[src/rtl/oam_loss_consts.vh]
// constants for the oam frame loss measurement engine
`ifndef OAM_LOSS_CONSTS_VH
`define OAM_LOSS_CONSTS_VH
// register byte offsets
`define REG_CTRL 8'h00
`define REG_STICKY 8'h04
`define REG_CCM_STAT 8'h08
`define REG_LMM_TX_CNT 8'h0c
`define REG_LMM_RX_CNT 8'h10
`define REG_LMR_TX_CNT 8'h14
`define REG_LMR_RX_CNT 8'h18
`define REG_CNT_SEL 8'h1c
`define REG_TX_LOSS 8'h20
`define REG_RX_LOSS 8'h24
// control register bits
`define CTRL_LMM_HW 0
`define CTRL_LMR_HW 1
`define CTRL_CC_HW 2
`define CTRL_LMM_PDU_CNT 3
`define CTRL_LMR_PDU_CNT 4
`define CTRL_CC_PDU_CNT 5
`define CTRL_LMM_DATA_CNT 6
`define CTRL_LMR_DATA_CNT 7
`define CTRL_CC_DATA_CNT 8
`define CTRL_LOOPBACK 9
`define CTRL_LMM_CPU 10
`define CTRL_LMR_CPU 11
`define CTRL_RX_INSERT 12
`define CTRL_SYNTH_MODE 13
`define CTRL_WIDTH 14
`define CTRL_RESET 14'h0000
// sticky register bits
`define STK_LMM 0
`define STK_LMR 1
`define STK_CCM_LM 2
`define STK_SLM 3
`define STK_SLR 4
`define STK_WIDTH 5
// pdu type codes on the lookup port
`define PDU_OTHER 3'h0
`define PDU_LMM 3'h1
`define PDU_LMR 3'h2
`define PDU_CCM 3'h3
`define PDU_SLM 3'h4
`define PDU_SLR 3'h5
// field select codes on the edit port
`define FLD_TXFCF 2'h0
`define FLD_RXFCF 2'h1
`define FLD_TXFCB 2'h2
`define FLD_RXFCB 2'h3
// tlv offset values
`define TLV_OFS_STD 8'h0c
`define TLV_OFS_EXT 8'h10
`define NUM_COS 8
`endif

[src/rtl/oam_frame_loss_measurement.v]
// oam endpoint engine: single and dual ended frame loss measurement
//
// Summary of operation
// [RULE1] one loss counter set serves both measurement types; one active at a time
// [RULE2] no mode select; the transmitted loss pdus decide the measurement type
// [RULE3] every loss pdu samples counters picked by its class of service index
// [RULE4] synthetic mismatch pdus only set their own receive flag
// [RULE5] per-type hw enables; when off only statistics update, pdu unchanged
// [RULE6] per-type bits gate pdu counters and inclusion in data loss counters
// [RULE7] tx lmm: write tx count into TxFCf, bump tx lmm counter
// [RULE8] rx lmm: set lmm flag, write rx count into RxFCf
// [RULE9] loopback and lmm hw enabled: each valid rx lmm injects an lmr through tx lookup
// [RULE10] rx lmm bumps rx lmm counter; optional copy to cpu
// [RULE11] tx lmr: write tx count into TxFCb, bump tx lmr counter
// [RULE12] rx lmr: set lmr flag, sample rx count as RxFCb
// [RULE13] insert option: tlv offset 12 becomes 16, RxFCb written after TxFCb
// [RULE14] insert option zeroes end tlv byte; otherwise RxFCb is not exposed
// [RULE15] rx lmr bumps rx lmr counter; optional copy to cpu
// [RULE16] software keeps continuity check processing on for dual-ended loss
// [RULE17] cc loss hw off: plain ccm handling but cc loss rx flag still set
// [RULE18] one bit gates pdu counting of cc loss pdus, another data counting
// [RULE19] valid ccm with any nonzero loss field is classified as cc loss
// [RULE20] insert-next bit classifies next valid ccm as cc loss; timer may set it
// [RULE21] tx cc loss pdu: write tx count into TxFCf
// [RULE22] insert-next clears itself once a ccm has been classified
`timescale 1ns/10ps
`default_nettype none
`include "oam_loss_consts.vh"
module oam_frame_loss_measurement (
  // clock and reset
  input wire mclk_in,
  input wire rstn_in,
  // apb slave
  input wire [7:0] paddr_in,
  input wire psel_in,
  input wire penable_in,
  input wire pwrite_in,
  input wire [31:0] pwdata_in,
  output wire [31:0] prdata_out,
  output wire pready_out,
  output wire pslverr_out,
  // data frames counted by the loss counters
  input wire data_tx_in,
  input wire [2:0] data_tx_cos_in,
  input wire data_rx_in,
  input wire [2:0] data_rx_cos_in,
  // pdu lookup request from the frame pipeline
  input wire lookup_valid_in,
  input wire lookup_rx_in,
  input wire [2:0] lookup_type_in,
  input wire [2:0] lookup_cos_in,
  input wire lookup_pdu_ok_in,
  input wire lookup_lm_nonzero_in,
  // continuity timer request for cc loss insertion
  input wire insert_next_set_in,
  // lookup result
  output wire result_valid_out,
  output wire result_ccm_lm_out,
  output wire cpu_copy_out,
  output wire inject_lmr_out,
  output wire field_wr_out,
  output wire [1:0] field_sel_out,
  output wire [31:0] field_value_out,
  output wire tlv_offset_wr_out,
  output wire [7:0] tlv_offset_out,
  output wire end_tlv_zero_out,
  output wire insert_next_out
);
  // registers
  reg [`CTRL_WIDTH-1:0] ctrl_q;
  reg [`STK_WIDTH-1:0] sticky_q;
  reg [`STK_WIDTH-1:0] sticky_d;
  reg insert_next_q;
  reg insert_next_d;
  reg [31:0] lmm_tx_cnt_q;
  reg [31:0] lmm_rx_cnt_q;
  reg [31:0] lmr_tx_cnt_q;
  reg [31:0] lmr_rx_cnt_q;
  reg [2:0] cnt_sel_q;
  reg [31:0] prdata_q;
  reg pready_q;
  reg pslverr_q;
  reg [31:0] rd_d;
  reg hit_d;
  // result registers
  reg res_valid_q;
  reg res_ccm_lm_q;
  reg cpu_copy_q;
  reg inject_q;
  reg field_wr_q;
  reg [1:0] field_sel_q;
  reg [31:0] field_value_q;
  reg tlv_wr_q;
  reg end_tlv_q;
  reg [7:0] tlv_ofs_q;
  reg field_wr_d;
  reg [1:0] field_sel_d;
  reg [31:0] field_value_d;
  wire [31:0] tx_smp;
  wire [31:0] rx_smp;
  wire [31:0] tx_rd;
  wire [31:0] rx_rd;

  // apb phases
  wire setup = psel_in && !penable_in;
  wire wr_en = psel_in && penable_in && pready_q && pwrite_in && !pslverr_q;
  wire wr_sticky = wr_en && (paddr_in == `REG_STICKY);
  wire wr_ccm = wr_en && (paddr_in == `REG_CCM_STAT);

  // control fields
  wire synth = ctrl_q[`CTRL_SYNTH_MODE];
  wire lmm_hw = ctrl_q[`CTRL_LMM_HW];
  wire lmr_hw = ctrl_q[`CTRL_LMR_HW];
  wire cc_hw = ctrl_q[`CTRL_CC_HW];

  // lookup decode
  wire lk = lookup_valid_in && lookup_pdu_ok_in;
  wire rx = lookup_rx_in;
  wire t_lmm = lk && (lookup_type_in == `PDU_LMM);
  wire t_lmr = lk && (lookup_type_in == `PDU_LMR);
  wire t_ccm = lk && (lookup_type_in == `PDU_CCM);
  wire t_slm = lk && (lookup_type_in == `PDU_SLM);
  wire t_slr = lk && (lookup_type_in == `PDU_SLR);
  // [RULE4] full handling only when not in synthetic mode
  wire lmm_f = t_lmm && !synth;
  wire lmr_f = t_lmr && !synth;
  // [RULE19] [RULE20] cc loss classification
  wire cclm = t_ccm && (lookup_lm_nonzero_in || insert_next_q);
  // [RULE17] cc loss functions only with hw enable
  wire cclm_f = cclm && cc_hw;

  // [RULE6] [RULE18] pdus added to data loss counters
  wire pdu_data = (lmm_f && ctrl_q[`CTRL_LMM_DATA_CNT]) ||
                  (lmr_f && ctrl_q[`CTRL_LMR_DATA_CNT]) ||
                  (cclm && ctrl_q[`CTRL_CC_DATA_CNT]);

  // [RULE1] [RULE2] one shared counter set, no type selection
  loss_counter_bank u_bank (
    .mclk_in(mclk_in),
    .rstn_in(rstn_in),
    .tx_a_in(data_tx_in),
    .tx_a_cos_in(data_tx_cos_in),
    .tx_b_in(pdu_data && !rx),
    .tx_b_cos_in(lookup_cos_in),
    .rx_a_in(data_rx_in),
    .rx_a_cos_in(data_rx_cos_in),
    .rx_b_in(pdu_data && rx),
    .rx_b_cos_in(lookup_cos_in),
    .smp_cos_in(lookup_cos_in),
    .rd_cos_in(cnt_sel_q),
    .tx_smp_out(tx_smp),
    .rx_smp_out(rx_smp),
    .tx_rd_out(tx_rd),
    .rx_rd_out(rx_rd)
  );

  // apb read mux and address decode
  always @* begin
    rd_d = 32'h00000000;
    hit_d = 1'b1;
    case (paddr_in)
      `REG_CTRL: rd_d = {18'h00000, ctrl_q};
      `REG_STICKY: rd_d = {27'h0000000, sticky_q};
      `REG_CCM_STAT: rd_d = {31'h00000000, insert_next_q};
      `REG_LMM_TX_CNT: rd_d = lmm_tx_cnt_q;
      `REG_LMM_RX_CNT: rd_d = lmm_rx_cnt_q;
      `REG_LMR_TX_CNT: rd_d = lmr_tx_cnt_q;
      `REG_LMR_RX_CNT: rd_d = lmr_rx_cnt_q;
      `REG_CNT_SEL: rd_d = {29'h00000000, cnt_sel_q};
      `REG_TX_LOSS: rd_d = tx_rd;
      `REG_RX_LOSS: rd_d = rx_rd;
      default: hit_d = 1'b0;
    endcase
  end

  // apb answer: ready in the first access cycle
  always @(posedge mclk_in) begin
    if (!rstn_in) begin
      prdata_q <= 32'h00000000;
      pready_q <= 1'b0;
      pslverr_q <= 1'b0;
    end else begin
      pready_q <= setup;
      if (setup) begin
        prdata_q <= pwrite_in ? 32'h00000000 : rd_d;
        pslverr_q <= !hit_d;
      end else begin
        prdata_q <= 32'h00000000;
        pslverr_q <= 1'b0;
      end
    end
  end

  // software writable configuration
  always @(posedge mclk_in) begin
    if (!rstn_in) begin
      ctrl_q <= `CTRL_RESET;
      cnt_sel_q <= 3'h0;
    end else if (wr_en) begin
      if (paddr_in == `REG_CTRL)
        ctrl_q <= pwdata_in[`CTRL_WIDTH-1:0];
      if (paddr_in == `REG_CNT_SEL)
        cnt_sel_q <= pwdata_in[2:0];
    end
  end

  // receive flags: write one to clear, a new event wins
  always @* begin
    sticky_d = sticky_q;
    if (wr_sticky)
      sticky_d = sticky_q & ~pwdata_in[`STK_WIDTH-1:0];
    if (rx) begin
      // [RULE8] lmm flag, also on a mismatched engine
      if (t_lmm)
        sticky_d[`STK_LMM] = 1'b1;
      // [RULE12] lmr flag
      if (t_lmr)
        sticky_d[`STK_LMR] = 1'b1;
      // [RULE17] cc loss flag regardless of hw enable
      if (cclm)
        sticky_d[`STK_CCM_LM] = 1'b1;
      // [RULE4] synthetic pdus only raise their flag
      if (t_slm)
        sticky_d[`STK_SLM] = 1'b1;
      if (t_slr)
        sticky_d[`STK_SLR] = 1'b1;
    end
  end

  // insert-next control bit
  always @* begin
    insert_next_d = insert_next_q;
    // [RULE22] self clear once a ccm is converted
    if (t_ccm && insert_next_q)
      insert_next_d = 1'b0;
    if (wr_ccm && !pwdata_in[0])
      insert_next_d = 1'b0;
    // [RULE20] software or the continuity timer sets it
    if ((wr_ccm && pwdata_in[0]) || insert_next_set_in)
      insert_next_d = 1'b1;
  end

  // flag and insert-next state
  always @(posedge mclk_in) begin
    if (!rstn_in) begin
      sticky_q <= 5'h00;
      insert_next_q <= 1'b0;
    end else begin
      sticky_q <= sticky_d;
      insert_next_q <= insert_next_d;
    end
  end

  // pdu statistics counters
  always @(posedge mclk_in) begin
    if (!rstn_in) begin
      lmm_tx_cnt_q <= 32'h00000000;
      lmm_rx_cnt_q <= 32'h00000000;
      lmr_tx_cnt_q <= 32'h00000000;
      lmr_rx_cnt_q <= 32'h00000000;
    end else begin
      // [RULE7] [RULE6] tx lmm count
      if (!rx && ((lmm_f && ctrl_q[`CTRL_LMM_PDU_CNT]) ||
                  (cclm && ctrl_q[`CTRL_CC_PDU_CNT])))
        lmm_tx_cnt_q <= lmm_tx_cnt_q + 32'h00000001;
      // [RULE10] rx lmm count
      if (rx && lmm_f && ctrl_q[`CTRL_LMM_PDU_CNT])
        lmm_rx_cnt_q <= lmm_rx_cnt_q + 32'h00000001;
      // [RULE11] tx lmr count
      if (!rx && lmr_f && ctrl_q[`CTRL_LMR_PDU_CNT])
        lmr_tx_cnt_q <= lmr_tx_cnt_q + 32'h00000001;
      // [RULE15] [RULE18] rx lmr and cc loss count
      if (rx && ((lmr_f && ctrl_q[`CTRL_LMR_PDU_CNT]) ||
                 (cclm && ctrl_q[`CTRL_CC_PDU_CNT])))
        lmr_rx_cnt_q <= lmr_rx_cnt_q + 32'h00000001;
    end
  end

  // pdu field edits, only with the type's hw enable
  always @* begin
    field_wr_d = 1'b0;
    field_sel_d = `FLD_TXFCF;
    field_value_d = 32'h00000000;
    // [RULE3] [RULE5] samples follow the lookup class of service
    if (!rx && lmm_f && lmm_hw) begin
      // [RULE7] TxFCf on tx lmm
      field_wr_d = 1'b1;
      field_value_d = tx_smp;
    end else if (rx && lmm_f && lmm_hw) begin
      // [RULE8] RxFCf on rx lmm
      field_wr_d = 1'b1;
      field_sel_d = `FLD_RXFCF;
      field_value_d = rx_smp;
    end else if (!rx && lmr_f && lmr_hw) begin
      // [RULE11] TxFCb on tx lmr
      field_wr_d = 1'b1;
      field_sel_d = `FLD_TXFCB;
      field_value_d = tx_smp;
    end else if (rx && lmr_f && lmr_hw && ctrl_q[`CTRL_RX_INSERT]) begin
      // [RULE12] [RULE13] sampled RxFCb after TxFCb
      field_wr_d = 1'b1;
      field_sel_d = `FLD_RXFCB;
      field_value_d = rx_smp;
    end else if (!rx && cclm_f) begin
      // [RULE21] TxFCf on tx cc loss
      field_wr_d = 1'b1;
      field_value_d = tx_smp;
    end
  end

  // lookup result registers
  always @(posedge mclk_in) begin
    if (!rstn_in) begin
      res_valid_q <= 1'b0;
      res_ccm_lm_q <= 1'b0;
      cpu_copy_q <= 1'b0;
      inject_q <= 1'b0;
      field_wr_q <= 1'b0;
      field_sel_q <= `FLD_TXFCF;
      field_value_q <= 32'h00000000;
      tlv_wr_q <= 1'b0;
      end_tlv_q <= 1'b0;
      tlv_ofs_q <= `TLV_OFS_STD;
    end else begin
      res_valid_q <= lk;
      res_ccm_lm_q <= cclm_f;
      // [RULE10] [RULE15] cpu copies
      cpu_copy_q <= rx && ((lmm_f && ctrl_q[`CTRL_LMM_CPU]) ||
                           (lmr_f && ctrl_q[`CTRL_LMR_CPU]));
      // [RULE9] loop lmm back as an injected lmr
      inject_q <= rx && lmm_f && lmm_hw && ctrl_q[`CTRL_LOOPBACK];
      field_wr_q <= field_wr_d;
      field_sel_q <= field_sel_d;
      field_value_q <= field_value_d;
      // [RULE13] [RULE14] tlv offset and end tlv with insertion
      tlv_wr_q <= rx && lmr_f && lmr_hw && ctrl_q[`CTRL_RX_INSERT];
      end_tlv_q <= rx && lmr_f && lmr_hw && ctrl_q[`CTRL_RX_INSERT];
      tlv_ofs_q <= (rx && lmr_f && lmr_hw && ctrl_q[`CTRL_RX_INSERT]) ? `TLV_OFS_EXT : `TLV_OFS_STD;
    end
  end

  // outputs straight from flip-flops
  assign prdata_out = prdata_q;
  assign pready_out = pready_q;
  assign pslverr_out = pslverr_q;
  assign result_valid_out = res_valid_q;
  assign result_ccm_lm_out = res_ccm_lm_q;
  assign cpu_copy_out = cpu_copy_q;
  assign inject_lmr_out = inject_q;
  assign field_wr_out = field_wr_q;
  assign field_sel_out = field_sel_q;
  assign field_value_out = field_value_q;
  assign tlv_offset_wr_out = tlv_wr_q;
  // new offset only meaningful with tlv_offset_wr_out
  assign tlv_offset_out = tlv_ofs_q;
  assign end_tlv_zero_out = end_tlv_q;
  assign insert_next_out = insert_next_q;
endmodule // oam_frame_loss_measurement
`default_nettype wire

[src/rtl/loss_counter_bank.v]
// per class-of-service tx and rx frame loss counters
`timescale 1ns/10ps
`default_nettype none
module loss_counter_bank (
  // clock and reset
  input wire mclk_in,
  input wire rstn_in,
  // increment events (a: data frame, b: counted pdu)
  input wire tx_a_in,
  input wire [2:0] tx_a_cos_in,
  input wire tx_b_in,
  input wire [2:0] tx_b_cos_in,
  input wire rx_a_in,
  input wire [2:0] rx_a_cos_in,
  input wire rx_b_in,
  input wire [2:0] rx_b_cos_in,
  // read selects and values
  input wire [2:0] smp_cos_in,
  input wire [2:0] rd_cos_in,
  output wire [31:0] tx_smp_out,
  output wire [31:0] rx_smp_out,
  output wire [31:0] tx_rd_out,
  output wire [31:0] rx_rd_out
);
  reg [31:0] tx_q [0:7];
  reg [31:0] rx_q [0:7];
  genvar i;
  // one counter pair per class of service
  generate
    for (i = 0; i < 8; i = i + 1) begin : g_cos
      wire [1:0] tx_add = {1'b0, tx_a_in && (tx_a_cos_in == i)} +
                          {1'b0, tx_b_in && (tx_b_cos_in == i)};
      wire [1:0] rx_add = {1'b0, rx_a_in && (rx_a_cos_in == i)} +
                          {1'b0, rx_b_in && (rx_b_cos_in == i)};
      always @(posedge mclk_in) begin
        if (!rstn_in) begin
          tx_q[i] <= 32'h00000000;
          rx_q[i] <= 32'h00000000;
        end else begin
          tx_q[i] <= tx_q[i] + {30'h00000000, tx_add};
          rx_q[i] <= rx_q[i] + {30'h00000000, rx_add};
        end
      end
    end
  endgenerate
  // values before this cycle's increments
  assign tx_smp_out = tx_q[smp_cos_in];
  assign rx_smp_out = rx_q[smp_cos_in];
  assign tx_rd_out = tx_q[rd_cos_in];
  assign rx_rd_out = rx_q[rd_cos_in];
endmodule // loss_counter_bank
`default_nettype wire

[config.mk]
export PLATFORM = sky130hd
export DESIGN_NAME = oam_frame_loss_measurement
export DESIGN_NICKNAME = d
export VERILOG_FILES = /design/src/rtl/oam_frame_loss_measurement.v /design/src/rtl/loss_counter_bank.v
export VERILOG_INCLUDE_DIRS = /design/src /design/src/rtl
export SDC_FILE = /design/constraint.sdc
export NUM_CORES = 2
export LEC_CHECK = 0
export ABC_AREA = 1
export BUFFER_PORTS_ARGS = -buffer_cell sky130_fd_sc_hd__buf_2
export CELL_PAD_IN_SITES_DETAIL_PLACEMENT = 0
export CELL_PAD_IN_SITES_GLOBAL_PLACEMENT = 1
export CORE_MARGIN = 4
export CORE_UTILIZATION = 40
export CTS_CLUSTER_SIZE = 28
export DETAILED_ROUTE_END_ITERATION = 10
export GPL_ROUTABILITY_DRIVEN = 0
export GPL_TIMING_DRIVEN = 1
export PLACE_DENSITY = 0.88
export SLEW_MARGIN = 20
export SYNTH_ARGS = -nofsm -noshare
export SYNTH_HDL_FRONTEND = slang
export SYNTH_SLANG_ARGS = --single-unit
export TNS_END_PERCENT = 5
[constraint.sdc]
create_clock -name mclk_in -period 3.3 [get_ports mclk_in]
set_input_delay 0.495 -clock mclk_in [delete_from_list [all_inputs] [get_ports mclk_in]]
set_output_delay 0.495 -clock mclk_in [all_outputs]
set_load 0.01 [all_outputs]
* After elaboration in Yosys (flattened, before gate mapping) *
Memories as Yosys holds them, arrays and structs flattened. A register that Yosys moved wholly into a read port is not among the register bits.
Index checks and enable logic that the tools add are counted.

word-level totals
  memories = 2
  flip-flop bits (word level) = 233
  RAM bits = 512

cells by class
  bitwise logic cells = 20
  equality and inequality tests = 35
  reductions and logical operators = 103
  add/subtract/negate cells = 36
  multiplexer cells = 48

memories
  name         words  bits a word  rd ports  clocked after memory_dff  write ports  line                    source
  u_bank.rx_q  8      32           10        1                         8            loss_counter_bank.v:26  reg [31:0] rx_q [0:7];
  u_bank.tx_q  8      32           10        1                         8            loss_counter_bank.v:25  reg [31:0] tx_q [0:7];

operators with widths
  cell                   count
  $mux 32                21
  $add 32x2->32          16
  $pmux 32 s10           1
  $add 32x1->32 const B  4
  $logic_and 1x1->1      78
  $eq 3x3->1 const B     14
  $add 1x1->2            16
  $eq 8x5->1 const B     4
  $eq 3x2->1 const B     8
  $mux 1                 17
  $eq 8x4->1 const B     2
  $eq 8x6->1 const B     2
  $or 1x1->1             16
  $mux 5                 3
  $eq 3x1->1 const B     4
  $mux 3                 4
  $reduce_or 10->1       1
  $logic_not 3->1        3
  $eq 8x3->1 const B     1
  $logic_not 8->1        1
  $logic_or 1x1->1       7
  $logic_not 1->1        6
  $reduce_and 2->1       3
  $reduce_or 3->1        2
  6 further kinds        8

* Logic depth before layout (Yosys ltp) *
  depth in word-level cells = 11
  gate-level depth with buffers = 22
  gate-level depth less buffers = 22

* Cells and area by module *
Synthesis repeated with hierarchy kept, for this count alone.

unflattened totals
  cell total of the unflattened synthesis = 8247
  area, all modules = 48390.2 µm²

by module, submodules not included
  module                      instances  cells each  area each (µm²)
  loss_counter_bank           1          6011        35180.0
  oam_frame_loss_measurement  1          2236        13210.2

* Worst setup path before layout *
OpenSTA, ideal clock, no wires.

  path kind = in2reg
  start point = input lookup_valid_in
  end point = memory u_bank.tx_q[7][14]
  buffers on the path = 0
  setup time = 117 ps
  data arrival time = 3067 ps
  slack = 115 ps
  data required time = 3183 ps
  stages = 18
  path through = nand3_2 -> nor2_1 -> inv_1 -> a21oi_1 -> nand2_1 -> nand3_1 -> nand2_1 -> inv_1 -> nand3_1 -> fa_1 -> inv_1 -> ha_1 -> nand3_1 -> nor3_1 -> inv_1 -> nor2_1 -> xor2_1 -> nor2_1

RTL lines
  element      line                             source
  from (decl)  oam_frame_loss_measurement.v:48  input wire lookup_valid_in,
  to (decl)    loss_counter_bank.v:25

==> flow_summary.toml <==
[sta]
fin_crit_sh = 0.933
whs_ps = 30.5
setup_viol = 0
maxSlewViolCount = 0
tns_ps = 0
fmax_mhz = 325
max_slew.worst_pin.slew_ps = 1070
slew-limit-headroom = 0.283
hold_viol_final = 0
post-route-min-period_ps = 3080
skew_ps = 35.1

[layout]
utilization = 0.463
layout-drive-gt1-share = 0.0863
nNetsFinal = 8297
seqCellArea_um2 = 14800
multiInputGateArea_um2 = 28500
syn2layout_area_growth_pct = 14.6
fillers = 12500

[synthesis]
yosys_warnings = 0
syn_area_um2 = 47800
synthFlopType = "dfxtp_1"
netlist_top_cells_area = "dfxtp_1 (31%), nand2_1 (19%), nor2_1 (7.4%)"
yosys-top-cells-count = "nand2_1 (2,448), nor2_1 (946), inv_1 (790), dfxtp_1 (741), nand3_1 (680)"
syn_inst = 7985
syn_avg_cell_area_um2 = 5.98
synthDistinctLibCells = 50
async_reset_ff_frac = 0
synth_top_area_cell = "dfxtp_1"
seq_area_frac_synth = 0.311
synth.most_common_cell = "nand2_1"
synth_top_area_frac = 0.311
synth_edf_count = 0
synth-seq-cells = 741

[placed_design]
numPortBuffers = 124
dp_hpwl_um = 160000

[worst_hold_path]
hold_class = "in2reg"
min-delay-start = "pwdata_in[3]"

[route]
viasPerCell = 5.74
drtIter0Drc = 7815
num_vias = 56300
firstDrtPassIters = 7
routed_wl_um = 208000
drtAntennaViolNets = 0
drc = 0
route.detailed.wl_per_inst_um = 21.2

[worst_setup_path]
crit_start = "insert_next_out"
r2r-start = "insert_next_out"
endpoint_kind = "register"
crit_fanout = 8
worstPathArrival_ps = 3740
cp.required_ps = 3960
crit_type = "reg2reg"
cp-start-kind = "register"

[clocking]
cts_tree = "yes"
cts_buffers = 89
cts_sinks = 741
clk_latency_ps = 740
clockBufferDepth = 3
clk_pin_slew_worst_paths_ps = 60
root_buffer = "clkbuf_16"
htreeDepth = 3

[die]
die_height_um = 354
core-area_um2 = 118000
rows = 126
pin_count = 148
dieWidth_um = 354
start_util = 0.404
die_area_um2 = 125000

[global_routing]
antenna_found_initial = 10
grt_pass1_vias = 50600
grt.met1_usage = 0.409
grtUsageMet3 = 0.0809
grtUsageTotal = 0.317
grt_max_degree = 113
met2_usage = 0.464
grt_pass1_wl_um = 308000
busiest_layer = "met2"
grt_overflow = 0

[flow_run]
maxCapViolations = 0

[power]
power_leakage_nw = 18.4
power.density_nw_per_um2 = 378
max-vdd-ir-drop_mv = 0.406
power_mw = 20.7

[status]
status = "completed"
## sequential cells by signal, indices dropped and copies added (netlist names), 5 cells and up, named ones only
register,cells
ctrl_q,14
prdata_out,32
u_bank.tx_q,256
sticky_q,5
lmr_rx_cnt_q,32
field_value_out,32
u_bank.rx_q,256
lmm_tx_cnt_q,32
lmr_tx_cnt_q,32
lmm_rx_cnt_q,32
## routing by layer
metal  part of all wire  vias to the layer above
met5           0.000062                        -
met4              0.084                        2
met3               0.12                      748
met2               0.41                     3476
met1               0.38                    25600
li1                   -                    26500
## final timing paths
kind,end,slack (ps),cells after the start
worst max-delay path,u_bank.tx_q[2][30],220,19
worst min register to register,register,460,2
worst min-delay path,ctrl_q[3],30,3
worst max register to register,u_bank.tx_q[2][30],220,19
## cell type report
class | count | share of cell area
diodes | 3 | 0.000137
clock buffers | 114 | 0.0451
clock inverters | 50 | 0.0134
inverters | 811 | 0.0558
multi-input cells | 6120 | 0.521
flip-flops and latches | 741 | 0.271
well taps | 1536 | 0.0351
repair buffers | 434 | 0.0585
## power breakdown
| part | switching, mW | leakage (nW) | internal, mW |
|---|---|---|---|
| sequential | 0.00603 | 5.97 | 8.95 |
| combinational | 0.586 | 10.8 | 0.182 |
| clock | 4.51 | 1.57 | 6.45 |
| total | 5.10 | 18.4 | 15.6 |
## logic make-up (layout without fill, tap and decap cells)
group / after synthesis / in the layout / share of synthesized area
xor gates and xnor gates: 94 / 94 / 0.0172
buffers and inverters: 1128 / 1409 / 0.0946
AOI/OAI and AO/OA: 1281 / 1281 / 0.145
adders and majority gates: 36 / 36 / 0.0119
other: 1 / 8 / 0.0000785
muxes: 10 / 10 / 0.00210
and+or+nand+nor: 4694 / 4694 / 0.419
DFF: 741 / 741 / 0.311
## stage by stage
step,std cells,cell area (um2),setup WS (ps)
after floorplan,7989,47800,115
after global placement,9633,51400,-466
after detailed placement,9633,51400,-502
after CTS,9804,54700,47.1
after global routing,9807,54700,-4.62
final,9809,54700,220
## what timing repair did
action	CTS	global route
setup endpoints to repair	0	171
setup buffers	0	2
hold endpoints to repair	6	0
hold buffers	7	0
gates resized for setup	0	18
## cell usage in the layout, fill, tap and decap left out, types with 18 or more instances in the layout
cell	netlist	routed
dfxtp_1	741	738
inv_1	790	788
nand3b_1	101	101
xor2_1	76	76
o211ai_1	147	147
a21oi_1	660	658
buf_4	26	286
buf_12	0	18
ha_1	20	19
inv_2	19	19
nor2_2	40	44
buf_2	133	122
clkbuf_16	0	89
xnor2_1	18	18
o21ai_0	401	401
nand2_1	2448	2446
nor3_1	250	249
nand4_1	150	150
nor2_1	946	935
nand3_1	680	679
## critical path, stage by stage (launching register included)
cell and delay (ps):
dfxtp_1 330, inv_1 70, a21oi_2 170, nand2_1 90, nand3_2 140, nand2_1 80, inv_1 100, buf_12 140
nand3_1 120, fa_1 430, inv_1 90, ha_1 160, nand2_1 110, nor2_4 180, inv_1 130, nor2_4 120
inv_1 80, nor2_2 150, nand3_1 120, a21oi_2 180
Note: power is estimated with default switching activity, not from simulation.
